`config.mk`:
```
export PLATFORM = sky130hd
export DESIGN_NAME = mcsb_status_bank
export DESIGN_NICKNAME = d
export VERILOG_FILES = /design/src/hw/mcsb_pkg.sv /design/src/hw/mcsb_status_bank.sv
export SDC_FILE = /design/constraint.sdc
export NUM_CORES = 1
export LEC_CHECK = 0
export BUFFER_PORTS_ARGS = -buffer_cell sky130_fd_sc_hd__buf_2
export CAP_MARGIN = 0
export CORE_ASPECT_RATIO = 1.1
export CORE_UTILIZATION = 55
export CTS_BUF_LIST = sky130_fd_sc_hd__clkbuf_8
export DETAILED_ROUTE_END_ITERATION = 12
export PLACE_DENSITY = 0.83
export RECOVER_POWER = 25
export SLEW_MARGIN = 20
export SYNTH_ARGS = -nofsm -noshare
export SYNTH_HDL_FRONTEND = slang
export SYNTH_SLANG_ARGS = --single-unit
```
`constraint.sdc`:
```
create_clock -name clk_sys_in -period 5.7 [get_ports clk_sys_in]
set_clock_uncertainty 0.2 [all_clocks]
set_input_delay 0.855 -clock clk_sys_in [delete_from_list [all_inputs] [get_ports clk_sys_in]]
set_output_delay 0.855 -clock clk_sys_in [all_outputs]
set_load 0.02 [all_outputs]
```
`src/hw/mcsb_pkg.sv`:
```
// package for the motor control status bank: offsets, reset values, state codes
package mcsb_pkg;

	// ****************************************************************
	// register indices (printed offsets are not all multiples of four)
	// ****************************************************************
	localparam logic [11:0] MCSB_IDX_CONTROL_PHASE_STATUS    = 12'h210;
	localparam logic [11:0] MCSB_IDX_PULSE_SPEED_ESTIMATE    = 12'h216;
	localparam logic [11:0] MCSB_IDX_SUPPLY_CURRENT_ESTIMATE = 12'h410;
	localparam logic [11:0] MCSB_IDX_INITIAL_ROTOR_ANGLE     = 12'h6FC;
	localparam logic [11:0] MCSB_IDX_BACKEMF_D_AXIS          = 12'h742;
	localparam logic [11:0] MCSB_IDX_BACKEMF_Q_AXIS          = 12'h744;
	localparam logic [11:0] MCSB_IDX_ESTIMATED_ROTOR_SPEED   = 12'h752;
	localparam logic [11:0] MCSB_IDX_ESTIMATED_ROTOR_POS     = 12'h756;
	// interrupt registers, placed above the documented bank
	localparam logic [11:0] MCSB_IDX_IRQ_STATUS              = 12'hF00;
	localparam logic [11:0] MCSB_IDX_IRQ_ENABLE              = 12'hF01;
	localparam logic [11:0] MCSB_IDX_IRQ_CLEAR               = 12'hF02;

	// ****************************************************************
	// field layout and reset values
	// ****************************************************************
	localparam int          MCSB_STATE_MSB    = 15;
	localparam logic [31:0] MCSB_RESET_WORD   = 32'h00000000;
	localparam logic [15:0] MCSB_RESET_STATE  = 16'h0000;
	localparam logic [2:0]  MCSB_RESET_IRQ    = 3'h0;
	localparam int          MCSB_IRQ_STATE    = 0;
	localparam int          MCSB_IRQ_FAULT    = 1;
	localparam int          MCSB_IRQ_WRITE    = 2;

	// ****************************************************************
	// control-sequence state codes
	// ****************************************************************
	localparam logic [15:0] MCSB_ST_IDLE        = 16'h0000;
	localparam logic [15:0] MCSB_ST_SPEED_DET   = 16'h0001;
	localparam logic [15:0] MCSB_ST_TRISTATE    = 16'h0002;
	localparam logic [15:0] MCSB_ST_START_BRAKE = 16'h0003;
	localparam logic [15:0] MCSB_ST_POS_DET     = 16'h0004;
	localparam logic [15:0] MCSB_ST_SLOW_FIRST  = 16'h0005;
	localparam logic [15:0] MCSB_ST_ALIGN       = 16'h0006;
	localparam logic [15:0] MCSB_ST_OPEN_LOOP   = 16'h0007;
	localparam logic [15:0] MCSB_ST_CLOSED_MIN  = 16'h0008;
	localparam logic [15:0] MCSB_ST_CLOSED_MAX  = 16'h000A;
	localparam logic [15:0] MCSB_ST_STOP_MIN    = 16'h000B;
	localparam logic [15:0] MCSB_ST_STOP_MAX    = 16'h000D;
	localparam logic [15:0] MCSB_ST_FAULT       = 16'h000E;
	localparam logic [15:0] MCSB_ST_MEAS_MIN    = 16'h000F;
	localparam logic [15:0] MCSB_ST_MEAS_MAX    = 16'h0018;

	// bus handshake phases
	typedef enum logic [1:0] {
		MCSB_BUS_IDLE,
		MCSB_BUS_ANSWER,
		MCSB_BUS_DONE
	} mcsb_bus_t;

endpackage : mcsb_pkg

```
`src/hw/mcsb_status_bank.sv`:
```
// read-only status register bank for the motor control algorithm, avalon-mm slave
`timescale 1ns/1ns
`default_nettype none

module mcsb_status_bank
	import mcsb_pkg::*;
(
	input  wire logic        clk_sys_in,
	input  wire logic        rst_b_in,
	// avalon-mm slave, word address = register index
	input  wire logic [11:0] avs_address_in,
	input  wire logic        avs_read_in,
	input  wire logic        avs_write_in,
	input  wire logic [31:0] avs_writedata_in,
	input  wire logic [3:0]  avs_byteenable_in,
	output logic      [31:0] avs_readdata_out,
	output logic             avs_waitrequest_out,
	output logic      [1:0]  avs_response_out,
	// live values from the control algorithm
	input  wire logic [15:0] phase_state_in,
	input  wire logic [31:0] pulse_speed_in,
	input  wire logic [31:0] supply_current_in,
	input  wire logic [31:0] initial_angle_in,
	input  wire logic [31:0] backemf_d_in,
	input  wire logic [31:0] backemf_q_in,
	input  wire logic [31:0] rotor_speed_in,
	input  wire logic [31:0] rotor_position_in,
	input  wire logic        update_in,
	output logic             irq_out
);

	// ****************************************************************
	// snapshot registers
	// ****************************************************************
	logic [15:0] state_q;
	logic [15:0] state_d;
	logic [31:0] pulse_speed_q;
	logic [31:0] pulse_speed_d;
	logic [31:0] supply_current_q;
	logic [31:0] supply_current_d;
	logic [31:0] initial_angle_q;
	logic [31:0] initial_angle_d;
	logic [31:0] backemf_d_q;
	logic [31:0] backemf_d_d;
	logic [31:0] backemf_q_q;
	logic [31:0] backemf_q_d;
	logic [31:0] rotor_speed_q;
	logic [31:0] rotor_speed_d;
	logic [31:0] rotor_position_q;
	logic [31:0] rotor_position_d;

	// values load together on update so a host sees one coherent sample
	assign state_d          = update_in ? phase_state_in    : state_q;
	assign pulse_speed_d    = update_in ? pulse_speed_in    : pulse_speed_q;
	assign supply_current_d = update_in ? supply_current_in : supply_current_q;
	assign initial_angle_d  = update_in ? initial_angle_in  : initial_angle_q;
	assign backemf_d_d      = update_in ? backemf_d_in      : backemf_d_q;
	assign backemf_q_d      = update_in ? backemf_q_in      : backemf_q_q;
	assign rotor_speed_d    = update_in ? rotor_speed_in    : rotor_speed_q;
	assign rotor_position_d = update_in ? rotor_position_in : rotor_position_q;

	always_ff @(posedge clk_sys_in) begin
		if (!rst_b_in) begin
			state_q <= MCSB_RESET_STATE;
		end else begin
			state_q <= state_d;
		end
	end

	always_ff @(posedge clk_sys_in) begin
		if (!rst_b_in) begin
			pulse_speed_q <= MCSB_RESET_WORD;
		end else begin
			pulse_speed_q <= pulse_speed_d;
		end
	end

	always_ff @(posedge clk_sys_in) begin
		if (!rst_b_in) begin
			supply_current_q <= MCSB_RESET_WORD;
		end else begin
			supply_current_q <= supply_current_d;
		end
	end

	always_ff @(posedge clk_sys_in) begin
		if (!rst_b_in) begin
			initial_angle_q <= MCSB_RESET_WORD;
		end else begin
			initial_angle_q <= initial_angle_d;
		end
	end

	always_ff @(posedge clk_sys_in) begin
		if (!rst_b_in) begin
			backemf_d_q <= MCSB_RESET_WORD;
		end else begin
			backemf_d_q <= backemf_d_d;
		end
	end

	always_ff @(posedge clk_sys_in) begin
		if (!rst_b_in) begin
			backemf_q_q <= MCSB_RESET_WORD;
		end else begin
			backemf_q_q <= backemf_q_d;
		end
	end

	always_ff @(posedge clk_sys_in) begin
		if (!rst_b_in) begin
			rotor_speed_q <= MCSB_RESET_WORD;
		end else begin
			rotor_speed_q <= rotor_speed_d;
		end
	end

	always_ff @(posedge clk_sys_in) begin
		if (!rst_b_in) begin
			rotor_position_q <= MCSB_RESET_WORD;
		end else begin
			rotor_position_q <= rotor_position_d;
		end
	end

	// ****************************************************************
	// bus decode
	// ****************************************************************
	mcsb_bus_t   bus_q;
	mcsb_bus_t   bus_d;
	logic [2:0]  irq_status_q;
	logic [2:0]  irq_status_d;
	logic [2:0]  irq_enable_q;
	logic [2:0]  irq_enable_d;
	logic        req;
	logic        wr_take;
	logic        hit;
	logic        sel_state;
	logic        sel_pulse_speed;
	logic        sel_supply_current;
	logic        sel_initial_angle;
	logic        sel_backemf_d;
	logic        sel_backemf_q;
	logic        sel_rotor_speed;
	logic        sel_rotor_position;
	logic        sel_irq_status;
	logic        sel_irq_enable;
	logic        sel_irq_clear;
	logic [31:0] state_word;
	logic [31:0] read_word;

	// a deselected register adds zero, so the read word is a plain or
	function automatic logic [31:0] pick_word(input logic sel, input logic [31:0] word);
		pick_word = sel ? word : MCSB_RESET_WORD;
	endfunction : pick_word

	assign req     = (avs_read_in || avs_write_in) && (bus_q == MCSB_BUS_IDLE);
	assign wr_take = req && avs_write_in;

	assign sel_state          = (avs_address_in == MCSB_IDX_CONTROL_PHASE_STATUS);
	assign sel_pulse_speed    = (avs_address_in == MCSB_IDX_PULSE_SPEED_ESTIMATE);
	assign sel_supply_current = (avs_address_in == MCSB_IDX_SUPPLY_CURRENT_ESTIMATE);
	assign sel_initial_angle  = (avs_address_in == MCSB_IDX_INITIAL_ROTOR_ANGLE);
	assign sel_backemf_d      = (avs_address_in == MCSB_IDX_BACKEMF_D_AXIS);
	assign sel_backemf_q      = (avs_address_in == MCSB_IDX_BACKEMF_Q_AXIS);
	assign sel_rotor_speed    = (avs_address_in == MCSB_IDX_ESTIMATED_ROTOR_SPEED);
	assign sel_rotor_position = (avs_address_in == MCSB_IDX_ESTIMATED_ROTOR_POS);
	assign sel_irq_status     = (avs_address_in == MCSB_IDX_IRQ_STATUS);
	assign sel_irq_enable     = (avs_address_in == MCSB_IDX_IRQ_ENABLE);
	assign sel_irq_clear      = (avs_address_in == MCSB_IDX_IRQ_CLEAR);
	assign hit = sel_state | sel_pulse_speed | sel_supply_current | sel_initial_angle
		| sel_backemf_d | sel_backemf_q | sel_rotor_speed | sel_rotor_position
		| sel_irq_status | sel_irq_enable | sel_irq_clear;

	assign state_word = {16'h0000, state_q[MCSB_STATE_MSB:0]};

	// the clear register has no pick: it always reads zero
	assign read_word = pick_word(sel_state, state_word)
		| pick_word(sel_pulse_speed, pulse_speed_q)
		| pick_word(sel_supply_current, supply_current_q)
		| pick_word(sel_initial_angle, initial_angle_q)
		| pick_word(sel_backemf_d, backemf_d_q)
		| pick_word(sel_backemf_q, backemf_q_q)
		| pick_word(sel_rotor_speed, rotor_speed_q)
		| pick_word(sel_rotor_position, rotor_position_q)
		| pick_word(sel_irq_status, {29'h00000000, irq_status_q})
		| pick_word(sel_irq_enable, {29'h00000000, irq_enable_q});

	// ****************************************************************
	// interrupt events
	// ****************************************************************
	logic       irq_q;
	logic       irq_d;
	logic [2:0] irq_event;
	logic [2:0] irq_clear;

	function automatic logic is_fault_code(input logic [15:0] code);
		is_fault_code = (code == MCSB_ST_FAULT) || (code == MCSB_ST_MEAS_MAX);
	endfunction : is_fault_code

	// events: state change, entry to a fault state, write to a mapped register other than irq enable and clear
	assign irq_event[MCSB_IRQ_STATE] = update_in && (phase_state_in != state_q);
	assign irq_event[MCSB_IRQ_FAULT] = update_in && is_fault_code(phase_state_in)
		&& !is_fault_code(state_q);
	assign irq_event[MCSB_IRQ_WRITE] = wr_take && hit
		&& !sel_irq_enable && !sel_irq_clear;
	assign irq_clear = (wr_take && sel_irq_clear) ? avs_writedata_in[2:0] : MCSB_RESET_IRQ;
	// a new event wins over a clear in the same cycle
	assign irq_status_d = (irq_status_q & ~irq_clear) | irq_event;
	assign irq_enable_d = (wr_take && sel_irq_enable && avs_byteenable_in[0])
		? avs_writedata_in[2:0] : irq_enable_q;
	// the level lags the enable by a cycle so that irq_out stays on a flip-flop
	assign irq_d = |(irq_status_d & irq_enable_q);

	always_ff @(posedge clk_sys_in) begin
		if (!rst_b_in) begin
			irq_status_q <= MCSB_RESET_IRQ;
		end else begin
			irq_status_q <= irq_status_d;
		end
	end

	always_ff @(posedge clk_sys_in) begin
		if (!rst_b_in) begin
			irq_enable_q <= MCSB_RESET_IRQ;
		end else begin
			irq_enable_q <= irq_enable_d;
		end
	end

	always_ff @(posedge clk_sys_in) begin
		if (!rst_b_in) begin
			irq_q <= 1'b0;
		end else begin
			irq_q <= irq_d;
		end
	end

	// ****************************************************************
	// handshake: waitrequest drops one cycle after the request is seen
	// ****************************************************************
	// registering the answer keeps every output straight from a flip-flop,
	// at the cost of one wait cycle per access
	logic [31:0] rdata_q;
	logic [31:0] rdata_d;
	logic [1:0]  resp_q;
	logic [1:0]  resp_d;
	logic        wait_d;

	always_comb begin
		bus_d = bus_q;
		unique case (bus_q)
			MCSB_BUS_IDLE:   bus_d = req ? MCSB_BUS_ANSWER : MCSB_BUS_IDLE;
			MCSB_BUS_ANSWER: bus_d = MCSB_BUS_DONE;
			MCSB_BUS_DONE:   bus_d = MCSB_BUS_IDLE;
			default:         bus_d = MCSB_BUS_IDLE;
		endcase
	end

	// read data and response stand for two cycles, then fall back to zero
	assign rdata_d = req ? (avs_read_in ? read_word : MCSB_RESET_WORD)
		: (bus_q == MCSB_BUS_DONE) ? MCSB_RESET_WORD
		: rdata_q;
	assign resp_d = req ? (hit ? 2'h0 : 2'h3)
		: (bus_q == MCSB_BUS_DONE) ? 2'h0
		: resp_q;
	assign wait_d = !req;

	always_ff @(posedge clk_sys_in) begin
		if (!rst_b_in) begin
			bus_q <= MCSB_BUS_IDLE;
		end else begin
			bus_q <= bus_d;
		end
	end

	always_ff @(posedge clk_sys_in) begin
		if (!rst_b_in) begin
			rdata_q <= MCSB_RESET_WORD;
		end else begin
			rdata_q <= rdata_d;
		end
	end

	always_ff @(posedge clk_sys_in) begin
		if (!rst_b_in) begin
			resp_q <= 2'h0;
		end else begin
			resp_q <= resp_d;
		end
	end

	always_ff @(posedge clk_sys_in) begin
		if (!rst_b_in) begin
			avs_waitrequest_out <= 1'b1;
		end else begin
			avs_waitrequest_out <= wait_d;
		end
	end

	assign avs_readdata_out = rdata_q;
	assign avs_response_out = resp_q;
	assign irq_out          = irq_q;

endmodule : mcsb_status_bank

`default_nettype wire

```
=== Word-level counts from Yosys, hierarchy flattened ===
Index checks and enable logic that the tools add are counted.

* Flip-flop bits (word level): 284
* Bits of input ports: 293
* Output and inout port bits: 36
* Logic and storage cells: 96

* Equal/unequal tests: 18
* Multiplexer cells: 19
* Bitwise operators: 23
* Reductions and logical operators: 21

{| class="wikitable"
|+ Operators with widths
! operator !! number
|-
| $mux 32 || 10
|-
| $or 32x32->32 || 6
|-
| $eq 12x11->1 const B || 6
|-
| $or 32x3->32 || 2
|-
| $eq 12x12->1 const B || 3
|-
| $eq 16x4->1 const B || 2
|-
| $eq 16x5->1 const B || 2
|-
| $or 16x32->32 || 1
|-
| $eq 12x10->1 const B || 2
|-
| $mux 16 || 1
|-
| $ne 16x16->1 || 1
|-
| $logic_and 1x1->1 || 11
|-
| $or 1x1->1 || 10
|-
| $mux 3 || 3
|-
| $and 3x3->3 || 2
|-
| $mux 2 || 3
|-
| $logic_not 1->1 || 4
|-
| $pmux 2 s2 || 1
|-
| $logic_or 1x1->1 || 3
|-
| $not 3->3 || 1
|-
| $or 3x3->3 || 1
|-
| $reduce_or 3->1 || 1
|-
| $eq 2x1->1 const B || 1
|-
| $eq 2x2->1 const B || 1
|-
| 3 further kinds || 3
|}

=== Logic depth before layout (Yosys ltp) ===
* Depth in word-level cells: 17
* Depth in mapped cells: 9

=== Worst setup path after synthesis ===
OpenSTA, ideal clock, no wires.

* Kind: input-to-reg
* Start: input avs_address_in[0]
* End: register irq_q, in the netlist irq_out
* Library setup time: 135 ps
* Data arrival time: 2573 ps
* Slack: 2791 ps
* Cell stages on the path: 8
* Path buffers: 2
* Cell sequence: buf_6 -> or4b_1 -> clkbuf_2 -> nor4_2 -> a21boi_0 -> a221o_1 -> a31oi_1 -> o21ai_0

* Longest elaborated chain between the ends: 17
* Elaborated cells on any way between the ends: 33
* Those cells by class: 11 x eq/ne; 1 x mux; 14 x bitwise; 7 x reduce/logical

{| class="wikitable"
|+ Ends and longest elaborated chain
! element !! line !! text
|-
| from (decl) || mcsb_status_bank.sv:11 || <nowiki>input wire logic [11:0] avs_address_in,</nowiki>
|-
| $eq 12x10->1 (on tied branches) || mcsb_status_bank.sv:160, mcsb_status_bank.sv:161 ||
|-
| $or 1x1->1 (3 in series) || mcsb_status_bank.sv:171 || <nowiki>assign hit = sel_state | sel_pulse_speed | sel_supply_current | sel_initial_angle</nowiki>
|-
| $or 1x1->1 (4 in series) || mcsb_status_bank.sv:172 || <nowiki>| sel_backemf_d | sel_backemf_q | sel_rotor_speed | sel_rotor_position</nowiki>
|-
| $or 1x1->1 (3 in series) || mcsb_status_bank.sv:173 || <nowiki>| sel_irq_status | sel_irq_enable | sel_irq_clear;</nowiki>
|-
| $logic_and 1x1->1 || mcsb_status_bank.sv:205 || <nowiki>assign irq_event[MCSB_IRQ_WRITE] = wr_take && hit</nowiki>
|-
| $logic_and 1x1->1 (2 in series) || mcsb_status_bank.sv:206 || <nowiki>&& !sel_irq_enable && !sel_irq_clear;</nowiki>
|-
| $or 3x3->3 * || mcsb_status_bank.sv:209 || <nowiki>assign irq_status_d = (irq_status_q & ~irq_clear) | irq_event;</nowiki>
|-
| $and 3x3->3 * || mcsb_status_bank.sv:213 || <nowiki>assign irq_d = |(irq_status_d & irq_enable_q);</nowiki>
|-
| $reduce_or 3->1 * || mcsb_status_bank.sv:213 ||
|-
| to (signal assigned) || mcsb_status_bank.sv:235 || <nowiki>irq_q <= irq_d;</nowiki>
|-
| to (decl) || mcsb_status_bank.sv:192 || <nowiki>logic irq_q;</nowiki>
|}

Mark *: on every way between the ends. The rest lies on a longest branch, timed or not.
A chain may end at the register's enable or synchronous reset.

=== Worst setup path after layout ===
* Start: input rst_b_in
* End: register rdata_q[5], in the netlist avs_readdata_out[5]

{| class="wikitable"
|+ RTL lines
! element !! line !! text
|-
| from (decl) || mcsb_status_bank.sv:9 || <nowiki>input wire logic rst_b_in,</nowiki>
|-
| to (signal assigned) || mcsb_status_bank.sv:281 || <nowiki>rdata_q <= rdata_d;</nowiki>
|-
| to (decl) || mcsb_status_bank.sv:244 || <nowiki>logic [31:0] rdata_q;</nowiki>
|}

No word-level cell between the ends.

==> flow_summary_export.csv <==
group,metric,value,unit
clock_network,clk_pin_slew_worst_paths,0.06,ns
floorplanning,die_h,157,microns
place,place.port_buffers,296,
power_and_ir_drop,pwr-share-comb,0.102,
floorplanning,num_rows,56,
worst_setup_path,reg2reg_slack,3.25,ns
worst_setup_path,worstSetupPathType,"in -> reg",
clock_network,htreeDepth,2,
timing,fin_crit,3.27,ns
worst_setup_path,rr_startpoint,"state_q[0]",
yosys,yosysTopAreaCellShare,0.471,
timing,worst_pin_slew,1.50,ns
worst_setup_path,end_kind,"flip-flop",
yosys,synth_nets,1530,
worst_setup_path,crit_start,"rst_b_in",
yosys,synth.most_common_cell,"dfxtp_1",
min_path,hp-class,"reg -> reg",
yosys,ys_seq_area_frac,0.471,
final_layout,drive_above_1_share,0.247,
final_layout,fillers,1699,
global_routing,grt-ovfl-total,0,
yosys,synth_ff_type,"dfxtp_1",
timing,hold_viol_final,0,
place,dp_hpwl,24900,microns
timing,max_freq,0.306,GHz
clock_network,cts-root-buf,"clkbuf_8",
power_and_ir_drop,swShare,0.256,
global_routing,antenna_found_initial,14,
yosys,ys_types,54,
timing,slew_headroom,0.000331,
routing,dr_total_vias,10700,
yosys,yosys_warnings,0,
power_and_ir_drop,power.share.clock,0.407,
place,gp_congestion,0.923,
floorplanning,die_w,143,microns
job,maxCapViolations,1,
floorplanning,core-area,21400,sq um
timing,finalSetupViolations,0,
power_and_ir_drop,vdd_drop_max,0.215,mV
timing,fin_crit_sh,0.574,
global_routing,grt_use_total,0.314,
timing,slew_violations,0,
clock_network,cts-hold-fix-buffers,0,
worst_setup_path,cp_slowest_cell,"clkbuf_1",
timing,holdWs,0.261,ns
timing,fin_ws,2.43,ns
yosys,synth_top_area_cell,"dfxtp_1",
clock_network,numCtsBuffers,46,
global_routing,grt_pass1_wl,54100,microns
power_and_ir_drop,sequentialPowerShare,0.491,
routing,wirelength,36300,microns
worst_setup_path,max_stage_delay,1.06,ns
worst_setup_path,path_max_fanout,193,
yosys,syn_avg_cell_area,9.72,sq um
power_and_ir_drop,power_density,299,nW/um^2
clock_network,insertion_delay,0.56,ns
worst_setup_path,cp.required,5.96,ns
final_layout,syn_to_final_growth,21.7,%
clock_network,ctsResizeCount,0,
timing,finalSetupTns,0,ns
yosys,synth_area_leaders,"dfxtp_1 (47%), mux2i_1 (21%), nor2_1 (8.0%)",
final_layout,final-seq-area,5670,sq um
yosys,synth_commonest_cells,"dfxtp_1 (283), mux2i_1 (257), nor2_1 (256), clkbuf_1 (59), a21oi_1 (42)",
clock_network,cts_buffer_depth,3,
floorplanning,ioPinCount,329,
yosys,async_flop_share,0,
final_layout,fin_nets,1794,
routing,firstDrtPassIters,7,
floorplanning,start_util,0.563,
power_and_ir_drop,p_leak,0.00661,uW
worst_setup_path,crit_arrival,3.53,ns
clock_network,postCtsSetupBuffers,0,
floorplanning,die_area,22500,sq um
power_and_ir_drop,switchingPower,1120,uW
worst_setup_path,crit_end,"avs_readdata_out[5]",
worst_setup_path,worst_setup_path_start_kind,"input port",
routing,postRouteAntennaNets,0,
clock_network,cts_tree,"yes",
worst_setup_path,rr_endpoint,"irq_out",
timing,rsz0062_at_grt,"no",
yosys,netlist_area,12000,sq um
clock_network,cts.sink_count,283,
global_routing,grt_pass1_vias,10100,
power_and_ir_drop,power,4380,uW
worst_setup_path,rr_worst_depth,6,
global_routing,grt_max_degree,194,
power_and_ir_drop,p_int,3260,uW
yosys,synth_edf_count,0,
routing,initialDrtViolationCount,886,
routing,wl_per_cell,19.7,microns
status,run_status,"finished with violations",
routing,drc_errors,0,
final_layout,multi_input_area,6020,sq um
routing,viasPerCell,5.81,
yosys,synthCells,1237,
place,pre_cts_ws,1.91,ns
yosys,ys_seq_elements,283,
status,violations,"max-capacitance violations",
worst_setup_path,cp_cell_sequence,"clkbuf_1 > inv_8 > buf_4 > a311oi_1",
## worst min-delay path by stage
| stage | startpoint | end | slack, ns | cells past startpoint |
|---|---|---|---|---|
| 3_5_place_dp | bus_q[0] | bus_q[1] | 0.25 | 2 |
| 5_1_grt | bus_q[0] | bus_q[1] | 0.28 | 2 |
| 6_report | bus_q[0] | bus_q[1] | 0.26 | 2 |
| 3_3_place_gp | bus_q[0] | bus_q[1] | 0.24 | 2 |
| 2_1_floorplan | bus_q[1] | bus_q[1] | 0.22 | 1 |
| 4_1_cts | bus_q[0] | bus_q[1] | 0.26 | 2 |
## critical path, delay by kind of cell
family / cells / cell delay (ns)
AO/OA/AOI/OAI: 1 / 0.29
buffers and inverters: 3 / 2.32
## stage by stage
stage	cells	util	instance area (sq um)
finish	1838	0.685	14600
global route	1834	0.685	14600
floorplan	1237	-	12000
detailed placement	1743	0.641	13700
CTS	1827	0.686	14700
global placement	1743	0.641	13700
## power groups by stage
stage	sequential (uW)	clock (uW)	combinational, uW
global route	2160	1890	483
detailed placement	2190	0	440
floorplan	2170	0	280
global placement	2180	0	428
finish	2150	1780	446
CTS	2150	1800	444
## final cells by class
cell class	instances	area share
sequential	283	0.387
tap	290	0.0248
clock inverter	22	0.00667
clock buffer	62	0.0583
multi-input combinational	854	0.411
inverter	3	0.00128
antenna	11	0.00188
timing repair buffer	313	0.109
## flip-flops by register name, summed over array words and instances (netlist names), 2 cells and up
register / cells
irq_status_q: 3
state_q: 16
backemf_q_q: 32
initial_angle_q: 32
irq_enable_q: 3
bus_q: 2
supply_current_q: 32
avs_readdata_out: 32
pulse_speed_q: 32
rotor_speed_q: 32
rotor_position_q: 32
backemf_d_q: 32
## per-layer routing
layer | GRT usage | up-vias | part of all wire
met4 | 0.168 | 6 | 0.046
met5 | 0 | - | 0.00096
met1 | 0.367 | 5027 | 0.38
met2 | 0.528 | 522 | 0.48
li1 | - | 5011 | -
met3 | 0.0806 | 118 | 0.091
## cell families (layout without fill, tap and decap cells)
| kind of cell | after synthesis | in the layout | synth area share |
|---|---|---|---|
| simple gates | 358 | 358 | 0.132 |
| flops | 283 | 283 | 0.471 |
| mux | 270 | 270 | 0.226 |
| compound gates | 208 | 208 | 0.125 |
| buf+inv | 100 | 400 | 0.0327 |
| xor+xnor | 18 | 18 | 0.0131 |
| other cells | 0 | 11 | 0 |
## layout by cell type (no fill, tap or decap), drive strengths merged, types with 4 or more instances in the layout
cell type,count
mux2,13
nor3,8
or2,4
a22oi,29
o21ai,33
a221oi,25
a311oi,8
mux2i,257
a211oi,10
nor4,14
buf,282
nand4,4
nor2,256
and2,19
a21oi,42
clkbuf,93
nand2,25
nand2b,6
inv,21
dfxtp,283
xor2,18
a222oi,22
a22o,22
diode,11
No activity file was read; power rests on OpenSTA's default activity.
